<file path="config.mk">
export PLATFORM = sky130hd
export DESIGN_NAME = ddr3_mode_mpr
export DESIGN_NICKNAME = d
export VERILOG_FILES = /design/src/ddr3_mode_pkg.sv /design/src/ddr3_mode_mpr.sv /design/src/sync_fifo.sv
export VERILOG_INCLUDE_DIRS = /design/src /design/src/src
export SDC_FILE = /design/constraint.sdc
export NUM_CORES = 1
export LEC_CHECK = 0
export ABC_AREA = 0
export BUFFER_PORTS_ARGS = -buffer_cell sky130_fd_sc_hd__buf_2
export CAP_MARGIN = 20
export CORE_MARGIN = 3
export CORE_UTILIZATION = 55
export DETAILED_ROUTE_END_ITERATION = 16
export GPL_TIMING_DRIVEN = 0
export MAX_ROUTING_LAYER = met4
export PLACE_DENSITY = 0.83
export SETUP_SLACK_MARGIN = 0.05
export SYNTH_ARGS = -nofsm -noshare
export SYNTH_HDL_FRONTEND = slang
export SYNTH_SLANG_ARGS = --single-unit
</file>
<file path="constraint.sdc">
create_clock -name clk -period 6.44 [get_ports clk]
set_clock_uncertainty 0.1 [all_clocks]
set_input_delay 1.932 -clock clk [delete_from_list [all_inputs] [get_ports clk]]
set_output_delay 1.932 -clock clk [all_outputs]
set_load 0.01 [all_outputs]
</file>
<file path="src/ddr3_mode_defs.svh">
`ifndef DDR3_MODE_DEFS_SVH
`define DDR3_MODE_DEFS_SVH

// Bank address codes that select a mode register
`define BA_MR1          3'h1
`define BA_MR2          3'h2
`define BA_MR3          3'h3

// Mode register field positions
`define MR1_DLL_OFF     0
`define MR1_DRV_LO      1
`define MR1_RTT0        2
`define MR1_AL_LO       3
`define MR1_AL_HI       4
`define MR1_DRV_HI      5
`define MR1_RTT1        6
`define MR1_WLEV        7
`define MR1_RTT2        9
`define MR1_QOFF        12
`define MR2_PASR_LO     0
`define MR2_PASR_HI     2
`define MR2_CWL_LO      3
`define MR2_CWL_HI      5
`define MR2_RTTWR_LO    9
`define MR2_RTTWR_HI    10
`define MR3_LOC_LO      0
`define MR3_LOC_HI      1
`define MR3_MPR_EN      2

// Reset values of the mode registers
`define MR_RESET        15'h0000

// Offset of the lowest CAS write latency code
`define CWL_BASE        4'h5

// Calibration pattern, burst bit 0 in the LSB
`define MPR_PATTERN     8'haa

`endif

</file>
<file path="src/ddr3_mode_pkg.sv">
package ddr3_mode_pkg;
    // Decoded command on the command bus
    typedef enum logic [2:0] {
        CmdNop,
        CmdMrs,
        CmdRead,
        CmdWrite,
        CmdOther
    } cmd_t;

    // Additive latency setting
    typedef enum logic [1:0] {
        AlZero,
        AlClMinus1,
        AlClMinus2,
        AlReserved
    } al_mode_t;

    // Read burst state
    typedef enum logic [1:0] {
        RdIdle,
        RdWait,
        RdBurst
    } rd_state_t;
endpackage

</file>
<file path="src/ddr3_mode_mpr.sv">
`timescale 1ns/10ps
`include "ddr3_mode_defs.svh"

// Functional notes
// - MRS with bank code one loads address pins into MR1.
// - MRS with bank code two loads address pins into MR2.
// - MRS with bank code three loads address pins into MR3.
// - Enabled DLL turns off in self-refresh and back on at exit.
// - Writes need no DLL unless write termination is enabled.
// - Driver impedance comes from MR1 bits A5 and A1.
// - Read or write accepted after activate, delayed by additive latency.
// - MR1 A4,A3 give additive latency 0, CL-1, CL-2, reserved.
// - CAS write latency in whole cycles from MR2 A5..A3.
// - Write latency AL plus CWL; read latency AL plus CL.
// - MR1 A12 set disconnects all data and strobe drivers.
// - Partial self-refresh may lose data outside the kept range.
// - Dynamic termination from MR2 A10,A9; off during write leveling.
// - MPR disabled: MR3 A1,A0 ignored, accesses go to the array.
// - MPR enabled: every read returns register content chosen by A1,A0; here a read taken before the last burst is queued is dropped.
// - In MPR mode a read with auto-precharge skips the precharge.
// - Location 00 returns pattern 0,1,0,1,0,1,0,1; others reserved.
// - MPR bit drives DQ0 of each lane; other bits copy it.
module ddr3_mode_mpr
    import ddr3_mode_pkg::*;
#(
    parameter int ADDR_W = 15,
    parameter int LAT_W  = 6,
    parameter int DEPTH  = 16
) (
    // Clock, reset and enable
    input  wire logic              clk,
    input  wire logic              nrst,
    input  wire logic              en,
    // Command link, sampled on rising edges of the link clock
    input  wire logic              linkClk,
    input  wire logic              csN,
    input  wire logic              rasN,
    input  wire logic              casN,
    input  wire logic              weN,
    input  wire logic [2:0]        bankAddr,
    input  wire logic [ADDR_W-1:0] addr,
    // Device state and latency inputs
    input  wire logic              selfRefresh,
    input  wire logic [4:0]        casLatency,
    // Array read data and its request
    input  wire logic [15:0]       arrayData,
    output logic                   arrayRead,
    output logic                   arrayWrite,
    output logic                   autoPrecharge,
    // Read data stream towards the pins
    output logic                   dqValid,
    input  wire logic              dqReady,
    output logic [15:0]            dqOut,
    output logic                   dqOe,
    // Decoded configuration
    output logic                   dllOn,
    output logic [1:0]             drvSel,
    output logic [2:0]             rttNom,
    output logic [1:0]             rttWr,
    output logic [2:0]             pasr,
    output logic                   mprEn,
    output logic [LAT_W-1:0]       readLat,
    output logic [LAT_W-1:0]       writeLat,
    output logic                   fifoFull
);
    if (ADDR_W != 15 || LAT_W < 6) begin : g_bad_param
        $error("ddr3_mode_mpr: ADDR_W must be 15 and LAT_W >= 6");
    end

    // Additive latency from the MR1 code
    function automatic logic [LAT_W-1:0] alCycles(
        input logic [1:0] code,
        input logic [4:0] cl
    );
        unique case (al_mode_t'(code))
            AlClMinus1: alCycles = LAT_W'(cl) - LAT_W'(1);
            AlClMinus2: alCycles = LAT_W'(cl) - LAT_W'(2);
            default:    alCycles = '0;
        endcase
    endfunction

    // Three-stage synchronisers for every link input
    localparam int LW = 4 + 1 + 3 + ADDR_W;
    // Idle pins: deselected and link clock low, so no false edge at reset
    localparam logic [LW-1:0] SYNC_IDLE = {4'hf, 1'b0, {(3 + ADDR_W){1'b0}}};
    logic [LW-1:0] s1_q;
    logic [LW-1:0] s2_q;
    logic [LW-1:0] s3_q;
    always_ff @(posedge clk or negedge nrst) begin
        if (!nrst) begin
            s1_q <= SYNC_IDLE;
            s2_q <= SYNC_IDLE;
            s3_q <= SYNC_IDLE;
        end else if (en) begin
            s1_q <= {csN, rasN, casN, weN, linkClk, bankAddr, addr};
            s2_q <= s1_q;
            s3_q <= s2_q;
        end
    end

    // Rising link edge: second and third stages agree on the new level
    logic              ckSeen_q;
    logic              linkRise;
    logic [3:0]        cmdPins;
    logic [2:0]        ba;
    logic [ADDR_W-1:0] a;
    assign cmdPins = s3_q[LW-1:LW-4];
    assign ba      = s3_q[ADDR_W+2:ADDR_W];
    assign a       = s3_q[ADDR_W-1:0];
    assign linkRise = s2_q[LW-5] && s3_q[LW-5] && !ckSeen_q;
    always_ff @(posedge clk or negedge nrst) begin
        if (!nrst) begin
            ckSeen_q <= 1'b0;
        end else if (en && (s2_q[LW-5] == s3_q[LW-5])) begin
            ckSeen_q <= s3_q[LW-5];
        end
    end

    // Command decode on the link edge
    cmd_t cmd;
    always_comb begin
        cmd = CmdNop;
        if (linkRise && !cmdPins[3]) begin
            unique case (cmdPins[2:0])
                3'h0:    cmd = CmdMrs;
                3'h5:    cmd = CmdRead;
                3'h4:    cmd = CmdWrite;
                3'h7:    cmd = CmdNop;
                default: cmd = CmdOther;
            endcase
        end
    end

    // Mode registers, held until their own MRS overwrites them
    logic [ADDR_W-1:0] mr1_q;
    logic [ADDR_W-1:0] mr2_q;
    logic [ADDR_W-1:0] mr3_q;
    always_ff @(posedge clk or negedge nrst) begin
        if (!nrst) begin
            mr1_q <= `MR_RESET;
            mr2_q <= `MR_RESET;
            mr3_q <= `MR_RESET;
        end else if (en && cmd == CmdMrs) begin
            if (ba == `BA_MR1) mr1_q <= a;
            if (ba == `BA_MR2) mr2_q <= a;
            if (ba == `BA_MR3) mr3_q <= a;
        end
    end

    // Field decode
    logic             mpr;
    logic             wlev;
    logic [LAT_W-1:0] al;
    logic [LAT_W-1:0] cwl;
    assign mpr  = mr3_q[`MR3_MPR_EN];
    assign wlev = mr1_q[`MR1_WLEV];
    assign al   = alCycles(mr1_q[`MR1_AL_HI:`MR1_AL_LO], casLatency);
    assign cwl  = LAT_W'(mr2_q[`MR2_CWL_HI:`MR2_CWL_LO])
                + LAT_W'(`CWL_BASE);

    // Configuration outputs, registered
    always_ff @(posedge clk or negedge nrst) begin
        if (!nrst) begin
            dllOn    <= 1'b0;
            drvSel   <= 2'h0;
            rttNom   <= 3'h0;
            rttWr    <= 2'h0;
            pasr     <= 3'h0;
            mprEn    <= 1'b0;
            readLat  <= '0;
            writeLat <= '0;
        end else if (en) begin
            // DLL follows MR1 but drops out during self-refresh
            dllOn  <= !mr1_q[`MR1_DLL_OFF] && !selfRefresh;
            drvSel <= {mr1_q[`MR1_DRV_HI], mr1_q[`MR1_DRV_LO]};
            rttNom <= {mr1_q[`MR1_RTT2], mr1_q[`MR1_RTT1],
                       mr1_q[`MR1_RTT0]};
            rttWr  <= wlev ? 2'h0 :
                      mr2_q[`MR2_RTTWR_HI:`MR2_RTTWR_LO];
            pasr   <= mr2_q[`MR2_PASR_HI:`MR2_PASR_LO];
            mprEn  <= mpr;
            readLat  <= al + LAT_W'(casLatency);
            writeLat <= al + cwl;
        end
    end

    // Array strobes: delay by AL, MPR reads never reach the array
    logic [LAT_W-1:0] alCnt_q;
    logic             pendRd_q;
    logic             pendWr_q;
    logic             pendAp_q;
    always_ff @(posedge clk or negedge nrst) begin
        if (!nrst) begin
            alCnt_q  <= '0;
            pendRd_q <= 1'b0;
            pendWr_q <= 1'b0;
            pendAp_q <= 1'b0;
        end else if (en) begin
            if ((cmd == CmdRead && !mpr) || cmd == CmdWrite) begin
                alCnt_q  <= al;
                pendRd_q <= (cmd == CmdRead);
                pendWr_q <= (cmd == CmdWrite);
                pendAp_q <= a[10];
            end else if (alCnt_q != '0) begin
                alCnt_q <= alCnt_q - 1'b1;
            end else begin
                pendRd_q <= 1'b0;
                pendWr_q <= 1'b0;
            end
        end
    end

    // One-cycle internal command pulses once AL has run out
    always_ff @(posedge clk or negedge nrst) begin
        if (!nrst) begin
            arrayRead     <= 1'b0;
            arrayWrite    <= 1'b0;
            autoPrecharge <= 1'b0;
        end else if (en) begin
            arrayRead     <= pendRd_q && alCnt_q == '0;
            arrayWrite    <= pendWr_q && alCnt_q == '0;
            autoPrecharge <= (pendRd_q || pendWr_q) && alCnt_q == '0
                             && pendAp_q;
        end
    end

    // MPR burst: pattern for location 00, zero for reserved codes
    rd_state_t        rd_q;
    logic [LAT_W-1:0] rdCnt_q;
    logic [3:0]       beat_q;
    logic [2:0]       beatStart_q;
    logic [7:0]       mprWord;
    logic             fifoInReady;
    logic             fifoPush;
    logic [15:0]      fifoIn;
    assign mprWord = (mr3_q[`MR3_LOC_HI:`MR3_LOC_LO] == 2'h0) ?
                     `MPR_PATTERN : 8'h00;
    always_ff @(posedge clk or negedge nrst) begin
        if (!nrst) begin
            rd_q        <= RdIdle;
            rdCnt_q     <= '0;
            beat_q      <= 4'h0;
            beatStart_q <= 3'h0;
        end else if (en) begin
            unique case (rd_q)
                RdIdle: begin
                    // RDA behaves as a plain read here; a read taken
                    // before the last burst is queued is not served
                    if (cmd == CmdRead && mpr) begin
                        rd_q        <= RdWait;
                        rdCnt_q     <= al + LAT_W'(casLatency);
                        beatStart_q <= {a[2], 2'h0};
                        beat_q      <= a[12] ? 4'h8 : 4'h4;
                    end
                end
                RdWait: begin
                    if (rdCnt_q == '0) begin
                        rd_q <= RdBurst;
                    end else begin
                        rdCnt_q <= rdCnt_q - 1'b1;
                    end
                end
                RdBurst: begin
                    if (fifoInReady) begin
                        beatStart_q <= beatStart_q + 3'h1;
                        beat_q      <= beat_q - 4'h1;
                        if (beat_q == 4'h1) rd_q <= RdIdle;
                    end
                end
            endcase
        end
    end

    // Beat value replicated on every DQ of both lanes
    assign fifoPush = (rd_q == RdBurst);
    assign fifoIn   = {16{mprWord[beatStart_q]}};

    // Array data also uses the stream while the MPR is off
    logic        arrValid_q;
    logic        qValid;
    logic [15:0] qData;
    always_ff @(posedge clk or negedge nrst) begin
        if (!nrst) begin
            arrValid_q <= 1'b0;
        end else if (en) begin
            arrValid_q <= arrayRead;
        end
    end

    sync_fifo #(
        .WIDTH (16),
        .DEPTH (DEPTH)
    ) u_fifo (
        .clk      (clk),
        .nrst     (nrst),
        .en       (en),
        .inValid  (fifoPush || arrValid_q),
        .inReady  (fifoInReady),
        .inData   (fifoPush ? fifoIn : arrayData),
        .outValid (qValid),
        .outReady (!dqValid || dqReady), // Pop as the output takes it
        .outData  (qData)
    );

    // Output stage: drivers cut off entirely when Qoff is set
    always_ff @(posedge clk or negedge nrst) begin
        if (!nrst) begin
            dqValid  <= 1'b0;
            dqOut    <= 16'h0000;
            dqOe     <= 1'b0;
            fifoFull <= 1'b0;
        end else if (en) begin
            fifoFull <= !fifoInReady;
            if (!dqValid || dqReady) begin
                dqValid <= qValid;
                if (qValid) begin
                    dqOut <= qData;
                end
            end
            dqOe <= qValid && !mr1_q[`MR1_QOFF];
        end
    end
endmodule // ddr3_mode_mpr

</file>
<file path="src/sync_fifo.sv">
`timescale 1ns/10ps
// Small synchronous FIFO with valid/ready on both sides
module sync_fifo #(
    parameter int WIDTH = 8,
    parameter int DEPTH = 16
) (
    // Clock and reset
    input  wire logic             clk,
    input  wire logic             nrst,
    input  wire logic             en,
    // Fill side
    input  wire logic             inValid,
    output logic                  inReady,
    input  wire logic [WIDTH-1:0] inData,
    // Drain side
    output logic                  outValid,
    input  wire logic             outReady,
    output logic [WIDTH-1:0]      outData
);
    localparam int AW = $clog2(DEPTH);

    if (DEPTH < 2 || (1 << AW) != DEPTH) begin : g_bad_depth
        $error("sync_fifo: DEPTH must be a power of two >= 2");
    end

    logic [WIDTH-1:0] mem [DEPTH];
    logic [AW:0]      wrPtr_q;
    logic [AW:0]      rdPtr_q;
    logic [AW:0]      rdNext;
    logic             push;
    logic             pop;
    logic             full;
    logic             empty;

    // Honest full and empty from the extra pointer bit
    assign full  = (wrPtr_q[AW] != rdPtr_q[AW]) &&
                   (wrPtr_q[AW-1:0] == rdPtr_q[AW-1:0]);
    assign empty = (wrPtr_q == rdPtr_q);
    assign push  = en && inValid && !full;
    assign pop   = en && outReady && !empty;
    assign inReady = !full;
    assign rdNext  = rdPtr_q + (AW+1)'(pop);

    // Storage; head word read into a register, a fresh write bypassed
    always_ff @(posedge clk) begin
        if (push) begin
            mem[wrPtr_q[AW-1:0]] <= inData;
        end
        if (en) begin
            if (push && wrPtr_q[AW-1:0] == rdNext[AW-1:0]) begin
                outData <= inData;
            end else begin
                outData <= mem[rdNext[AW-1:0]];
            end
        end
    end

    // Pointers
    always_ff @(posedge clk or negedge nrst) begin
        if (!nrst) begin
            wrPtr_q <= '0;
            rdPtr_q <= '0;
        end else begin
            if (push) begin
                wrPtr_q <= wrPtr_q + 1'b1;
            end
            if (pop) begin
                rdPtr_q <= rdPtr_q + 1'b1;
            end
        end
    end

    // Head of the queue is valid whenever the store is not empty
    assign outValid = !empty;
endmodule // sync_fifo

</file>
==> run_results.csv, run 1 <==
group,metric,value,unit
routing,routedWlPerCell,23.9,um
logic_synthesis,synth.net_count,1125,
setup_path,cp.required,6630,ps
logic_synthesis,synthCells,1042,
timing,final-setup-viol-count,0,
die,num_rows,65,
setup_path,end_kind,"flop",
final_layout,antenna-diode-count,0,
routing,wl_met2,20400,um
logic_synthesis,avgSynthCellArea,17.3,sq um
clock_network,cts_tree,"done",
logic_synthesis,synth_top_area_share,45.3,%
clock_network,clock_latency,550,ps
final_layout,seq_area,12100,sq um
routing,viasPerCell,5.99,
routing,initialDrtViolationCount,1044,
timing,worst_hold_slack,348,ps
clock_network,h-tree-depth,2,
logic_synthesis,syn-cell-area,18000,sq um
timing,worst_pin_slew,1150,ps
logic_synthesis,ys_seq_elements,430,
logic_synthesis,synth-main-ff-cell,"edfxtp_1",
timing,final.period_utilization,96.7,%
routing,maxUsedRoutingLayer,"met4",
placed_design,hpwl,24500,um
setup_path,crit_path_frequent_cell,"clkbuf_1",
final_layout,layout.nets,1281,
logic_synthesis,synthXorXnorAreaFrac,1.46,%
global_routing,globalRoute.totalOverflow,0,
placed_design,port-buffer-count,90,
setup_path,cpMaxStageDelayCell,"clkbuf_1",
final_layout,area_growth,15.1,%
global_routing,track_usage,23.3,%
clock_network,cts-hold-fix-buffers,0,
setup_path,slowest_delay,760,ps
logic_synthesis,ys_async_sr_fraction,36.7,%
die,start_util,56.5,%
logic_synthesis,synthTopCellsByCount,"edfxtp_1, dfrtp_1, mux2_2, mux4_2, inv_1",
logic_synthesis,seq_area_frac_synth,67.4,%
clock_network,clockRootBuffer,"clkbuf_16",
timing,rsz0062_at_grt,"no",
die,dieHeight,187,um
die,die_x,187,um
routing,totalWireLength,39800,um
power_and_ir_drop,finalPower,8.86,mW
hold_path,hold_class,"flop to flop",
timing,maxSlewViolCount,0,
global_routing,grt_max_degree,86,
setup_path,worstSetupPathType,"input port to flop",
clock_network,cts.sinks,430,
logic_synthesis,synth_edf_count,272,
logic_synthesis,synth_top_family_by_area,"multiplexers",
die,die_area,35000,sq um
power_and_ir_drop,p_leak,7.96,nW
final_layout,n_fill_cell,2131,
power_and_ir_drop,peakVddDrop,0.288,mV
clock_network,post_cts_resized,0,
logic_synthesis,yosysWarnings,0,
routing,drt-met1-wl,15600,um
logic_synthesis,synth_fa_ha_area_share,2.44,%
global_routing,grt_pass1_wl,61100,um
final_layout,finalNonFillerCells,1667,
clock_network,cts_buffer_depth,3,
global_routing,antenna_found_initial,0,
die,core_area,31900,sq um
logic_synthesis,yosys.area_share.simple,3.90,%
logic_synthesis,synth_mux_area_share,18.6,%
clock_network,path_clk_slew,60,ps
setup_path,crit_path_start_kind,"input port",
clock_network,post-cts-setup-buffers,0,
routing,drtAntennaViolNets,0,
routing,vias,9981,
placed_design,placed_cells,1584,
placed_design,gp_congestion,0.842,
timing,fmax,161,MHz
routing,dr.pass1.iters,6,
routing,wl_met3,2730,um
setup_path,cp_max_fo,17,
setup_path,crit_chain,"buf_2, clkbuf_1, inv_1, a221o_1, buf_2, inv_2, ha_1, ha_1, clkbuf_1, clkbuf_1, mux4_2, mux4_1, mux2_2",
timing,hold_violations,0,
timing,fin_crit,6230,ps
logic_synthesis,synth.most_common_cell,"edfxtp_1",
final_layout,multi_input_area,5480,sq um
logic_synthesis,synth_cell_type_count,69,
final_layout,drive_gt1_share,31.7,%
die,ios,95,
routing,drc_errors,0,
power_and_ir_drop,powerDensity,427,nW/um^2
timing,slew_headroom,23.6,%
clock_network,cts_buffers,43,
logic_synthesis,synth_area_leaders,"edfxtp_1, dfrtp_1, mux4_2",
global_routing,grt_pass1_vias,10400,
logic_synthesis,synth_compound_area_share,4.05,%
setup_path,cp.arrival,6410,ps
run_status,status,"complete, no violations",
job,drv_cap,0,
logic_synthesis,synth_top_cell_by_area,"edfxtp_1",
-- cell families after synthesis --
kind of cell	count (synthesis)
compound gates	115
xor+xnor	27
fa+ha+maj	34
buf+inv	96
flops	430
mux	212
simple gates	128
-- flip-flops by register name, indices dropped and copies added (netlist names), 4 cells and up --
register        flops
alCnt_q             6
beat_q              4
dqOut              16
mr1_q              10
mr2_q               8
rdCnt_q             6
readLat             6
s1_q               19
s2_q               19
s3_q               19
u_fifo.mem        256
u_fifo.outData     16
u_fifo.rdPtr_q      5
u_fifo.wrPtr_q      5
writeLat            6
-- power breakdown --
| group | switching, mW | total (mW) | leakage [nW] | internal (mW) |
|---|---|---|---|---|
| Sequential | 0.211 | 3.61 | 4.39 | 3.40 |
| Clock | 1.04 | 2.56 | 0.735 | 1.53 |
| Combinational | 1.38 | 2.69 | 2.83 | 1.31 |
| Total | 2.63 | 8.86 | 7.96 | 6.24 |
-- critical path: cells and delay by family --
| kind | cells | cell delay [ps] |
|---|---|---|
| fa+ha+maj | 2 | 360 |
| mux | 3 | 1220 |
| buf+inv | 7 | 2540 |
| compound gates | 1 | 350 |
-- final cells by class --
cell class,instances,share of cell area (%)
repair buffers,111,3.34
multi-input cells,516,26.4
clock inverters,21,1.15
well taps,435,2.62
inverters,48,0.869
flip-flops and latches,430,58.5
plain buffers,48,1.07
clock buffers,58,5.99
-- per-stage QoR --
step	utilization, %	setup TNS, ps	instance area [sq um]	worst slack, ps
2_1_floorplan	-	0	18000	1250
3_3_place_gp	59.6	-3520	19000	-161
3_5_place_dp	60.1	-3820	19100	-286
4_1_cts	64.7	0	20600	158
5_1_grt	65.1	0	20700	61.9
6_report	65.1	0	20700	213
-- layout by cell type (no fill, tap or decap), types with 5 or more instances in the layout --
master	count
nor3_1	9
a21oi_1	19
nor2b_1	5
nor3b_1	6
nand2b_1	5
o2bb2ai_1	5
o211ai_1	5
clkbuf_8	11
dfstp_2	12
mux2_1	34
nor2_1	21
a22o_1	5
and3_1	16
nand2_1	34
inv_1	47
dfrtp_1	146
xnor2_1	18
nand3_1	5
ha_1	32
xor2_1	7
clkinv_2	6
edfxtp_1	272
mux2_2	87
o21ai_1	5
o21ai_0	43
mux2_4	10
clkbuf_16	43
buf_16	5
buf_2	113
mux4_2	75
clkbuf_1	32
buf_4	5
mux4_1	5
clkinv_1	6
-- final timing paths --
path                       slack (ps)  depth (start not counted)                  to         startpoint
max                               210                         13  u_fifo.outData[15]                 en
min                               350                          1                dqOe          mr1_q[12]
max reg2reg                      1440                         13  u_fifo.outData[15]  u_fifo.wrPtr_q[3]
min reg2reg                       350                          1                dqOe          mr1_q[12]
max in group asynchronous        4120                          2            s1_q[19]               nrst
min in group asynchronous        1260                          1            dqOut[1]               nrst
-- per-layer routing --
metal  GRT usage (%)  vias to the layer above
met3            3.34                       96
met1            30.5                     5131
li1                -                     4331
met5               -                        -
met2            38.6                      423
met4            7.27                        0
Power figures use the tool's default switching activity.
==> run 2, diff against run 1 <==
--- a/config.mk
+++ b/config.mk
@@ -8,13 +8,12 @@
 export LEC_CHECK = 0
 export ABC_AREA = 0
 export BUFFER_PORTS_ARGS = -buffer_cell sky130_fd_sc_hd__buf_2
-export CAP_MARGIN = 20
 export CORE_MARGIN = 3
 export CORE_UTILIZATION = 55
 export DETAILED_ROUTE_END_ITERATION = 16
-export GPL_TIMING_DRIVEN = 0
 export MAX_ROUTING_LAYER = met4
 export PLACE_DENSITY = 0.83
+export REMOVE_ABC_BUFFERS = 1
 export SETUP_SLACK_MARGIN = 0.05
 export SYNTH_ARGS = -nofsm -noshare
 export SYNTH_HDL_FRONTEND = slang
==> run 2 against run 1 <==
Effect of this change:
- clock power is 4% lower
- flip-flop and latch count did not move
- non-clock buffer count is 38 lower
- core utilization shrank 0.84 points
- sequential share of layout area increased by 0.77 points
- worst setup slack improved by 1100 ps
- design area fell by 1.3%
- via count shrank 2.9%
- combinational power shrank 6%
- critical path depth decreased by 1
- critical path type unchanged
==> run_results.csv, run 2 (same netlist as run 1, synthesis figures left out) <==
group,metric,value,unit
setup_path,cp_max_fo,22,
clock_network,post-cts-setup-buffers,0,
global_routing,grt_pass1_vias,10100,
hold_path,whs_path_depth,1,
routing,dr.pass1.iters,5,
clock_network,h-tree-depth,2,
die,ios,95,
setup_path,worstSetupPathType,"input port to flop",
clock_network,cts_tree,"done",
final_layout,final_util,64.2,%
final_layout,layout_commonest_cell,"edfxtp_1",
placed_design,hpwl,21200,um
setup_path,r2r_cells,12,
routing,totalWireLength,36600,um
final_layout,stdcell_area,20500,sq um
clock_network,path_clk_slew,60,ps
hold_path,hold_class,"flop to flop",
die,dieHeight,187,um
power_and_ir_drop,peakVddDrop,0.272,mV
clock_network,cts-hold-fix-buffers,0,
die,die_x,187,um
placed_design,gp_congestion,0.833,
global_routing,grt_max_degree,85,
timing,maxSlewViolCount,0,
clock_network,cts_buffers,42,
routing,vias,9687,
timing,fin_ws,1310,ps
final_layout,area_growth,13.6,%
final_layout,largest_reg_flops,256,
die,start_util,56.5,%
routing,viasPerCell,5.95,
setup_path,cp-startpoint,"dqReady",
final_layout,layout.nets,1242,
die,core_area,31900,sq um
global_routing,track_usage,21.9,%
hold_path,min_from,"u_fifo.outData[0]",
power_and_ir_drop,powerDensity,421,nW/um^2
timing,slew_headroom,16.3,%
setup_path,cp.arrival,5300,ps
job,drv_cap,0,
setup_path,crit_path_frequent_cell,"buf_4",
setup_path,r2r-end,"u_fifo.outData[15]",
power_and_ir_drop,p_leak,7.82,nW
setup_path,crit_chain,"buf_2, inv_1, a221o_1, buf_4, inv_2, ha_4, ha_2, xnor2_4, xnor2_1, nor4b_4, buf_4, mux2_2",
setup_path,r2r_start,"u_fifo.rdPtr_q[2]",
die,num_rows,65,
setup_path,end_kind,"flop",
clock_network,clockRootBuffer,"clkbuf_16",
setup_path,slowest_delay,860,ps
final_layout,drive_gt1_share,31.9,%
die,die_area,35000,sq um
run_status,status,"complete, no violations",
routing,initialDrtViolationCount,945,
routing,routedWlPerCell,22.5,um
routing,drc_errors,0,
setup_path,cpMaxStageDelayCell,"xnor2_4",
placed_design,port-buffer-count,90,
setup_path,crit_path_start_kind,"input port",
placed_design,place_area,19100,sq um
timing,final-setup-viol-count,0,
hold_path,whs_endpoint,"dqOut[0]",
clock_network,clock_latency,550,ps
setup_path,cp.required,6610,ps
setup_path,regToRegSetupSlack,1840,ps
timing,worst_pin_slew,1260,ps
setup_path,path_depth,12,
clock_network,cts_buffer_depth,3,
global_routing,grt_pass1_wl,57500,um
timing,final.period_utilization,79.6,%
timing,hold_violations,0,
final_layout,antenna-diode-count,0,
clock_network,cts.sinks,430,
setup_path,crit_buf_inv,5,
routing,drtAntennaViolNets,0,
timing,fmax,195,MHz
clock_network,post_cts_resized,0,
final_layout,final_cell_mix,"edfxtp_1, dfrtp_1, buf_2",
setup_path,cp_top_family,"XOR/XNOR gates",
global_routing,antenna_found_initial,0,
global_routing,globalRoute.totalOverflow,0,
placed_design,pre_cts_slack,808,ps
timing,fin_crit,5130,ps
timing,rsz0062_at_grt,"no",
[run 2: changes by cell type in the layout (fill, tap and decap cells not counted), moves of 3 or more]
cell and delta:
buf_2 -25, clkinv_1 -4, buf_4 +25, buf_16 -5, clkbuf_2 -3, clkbuf_8 -5, clkbuf_1 -21
[run 2: final cells by class]
type	count	area [sq um]
clock inverter	19	221
fill	2147	11400
multi-input combinational	516	5500
timing repair buffer	121	717
clock buffer	59	1170
tap	435	544
sequential	430	12100
inverter	48	180
[run 2: report_power, final]
part           switching, mW  internal, mW  total (mW)
Clock                   1.02          1.44        2.46
Sequential             0.232          3.40        3.63
Combinational           1.20          1.32        2.52
Total                   2.45          6.16        8.61
[run 2: worst max-delay path by stage]
stage / end / slack (ps)
5_1_grt: u_fifo.outData[15] / 1160
2_1_floorplan: u_fifo.outData[0] / -950
3_3_place_gp: u_fifo.outData[15] / 840
6_report: u_fifo.outData[15] / 1310
4_1_cts: u_fifo.outData[15] / 1330
3_5_place_dp: u_fifo.outData[15] / 810
[run 2: layer usage]
metal | wire length [um] | up-vias | track usage (%)
li1 | - | 4257 | -
met1 | 14700 | 4966 | 28.1
met2 | 18600 | 379 | 35.9
met3 | 2290 | 85 | 3.90
met4 | 1030 | 0 | 7.27
met5 | 0 | - | -
[run 2: through the flow]
step           std cells  setup TNS (ps)  hold WS [ps]  power [mW]
2_1_floorplan        994          -14630           312        5.53
3_3_place_gp        1550               0           327        6.09
3_5_place_dp        1550               0           336        6.19
4_1_cts             1628               0           353        8.67
5_1_grt             1628               0           372        9.02
6_report            1628               0           350        8.61
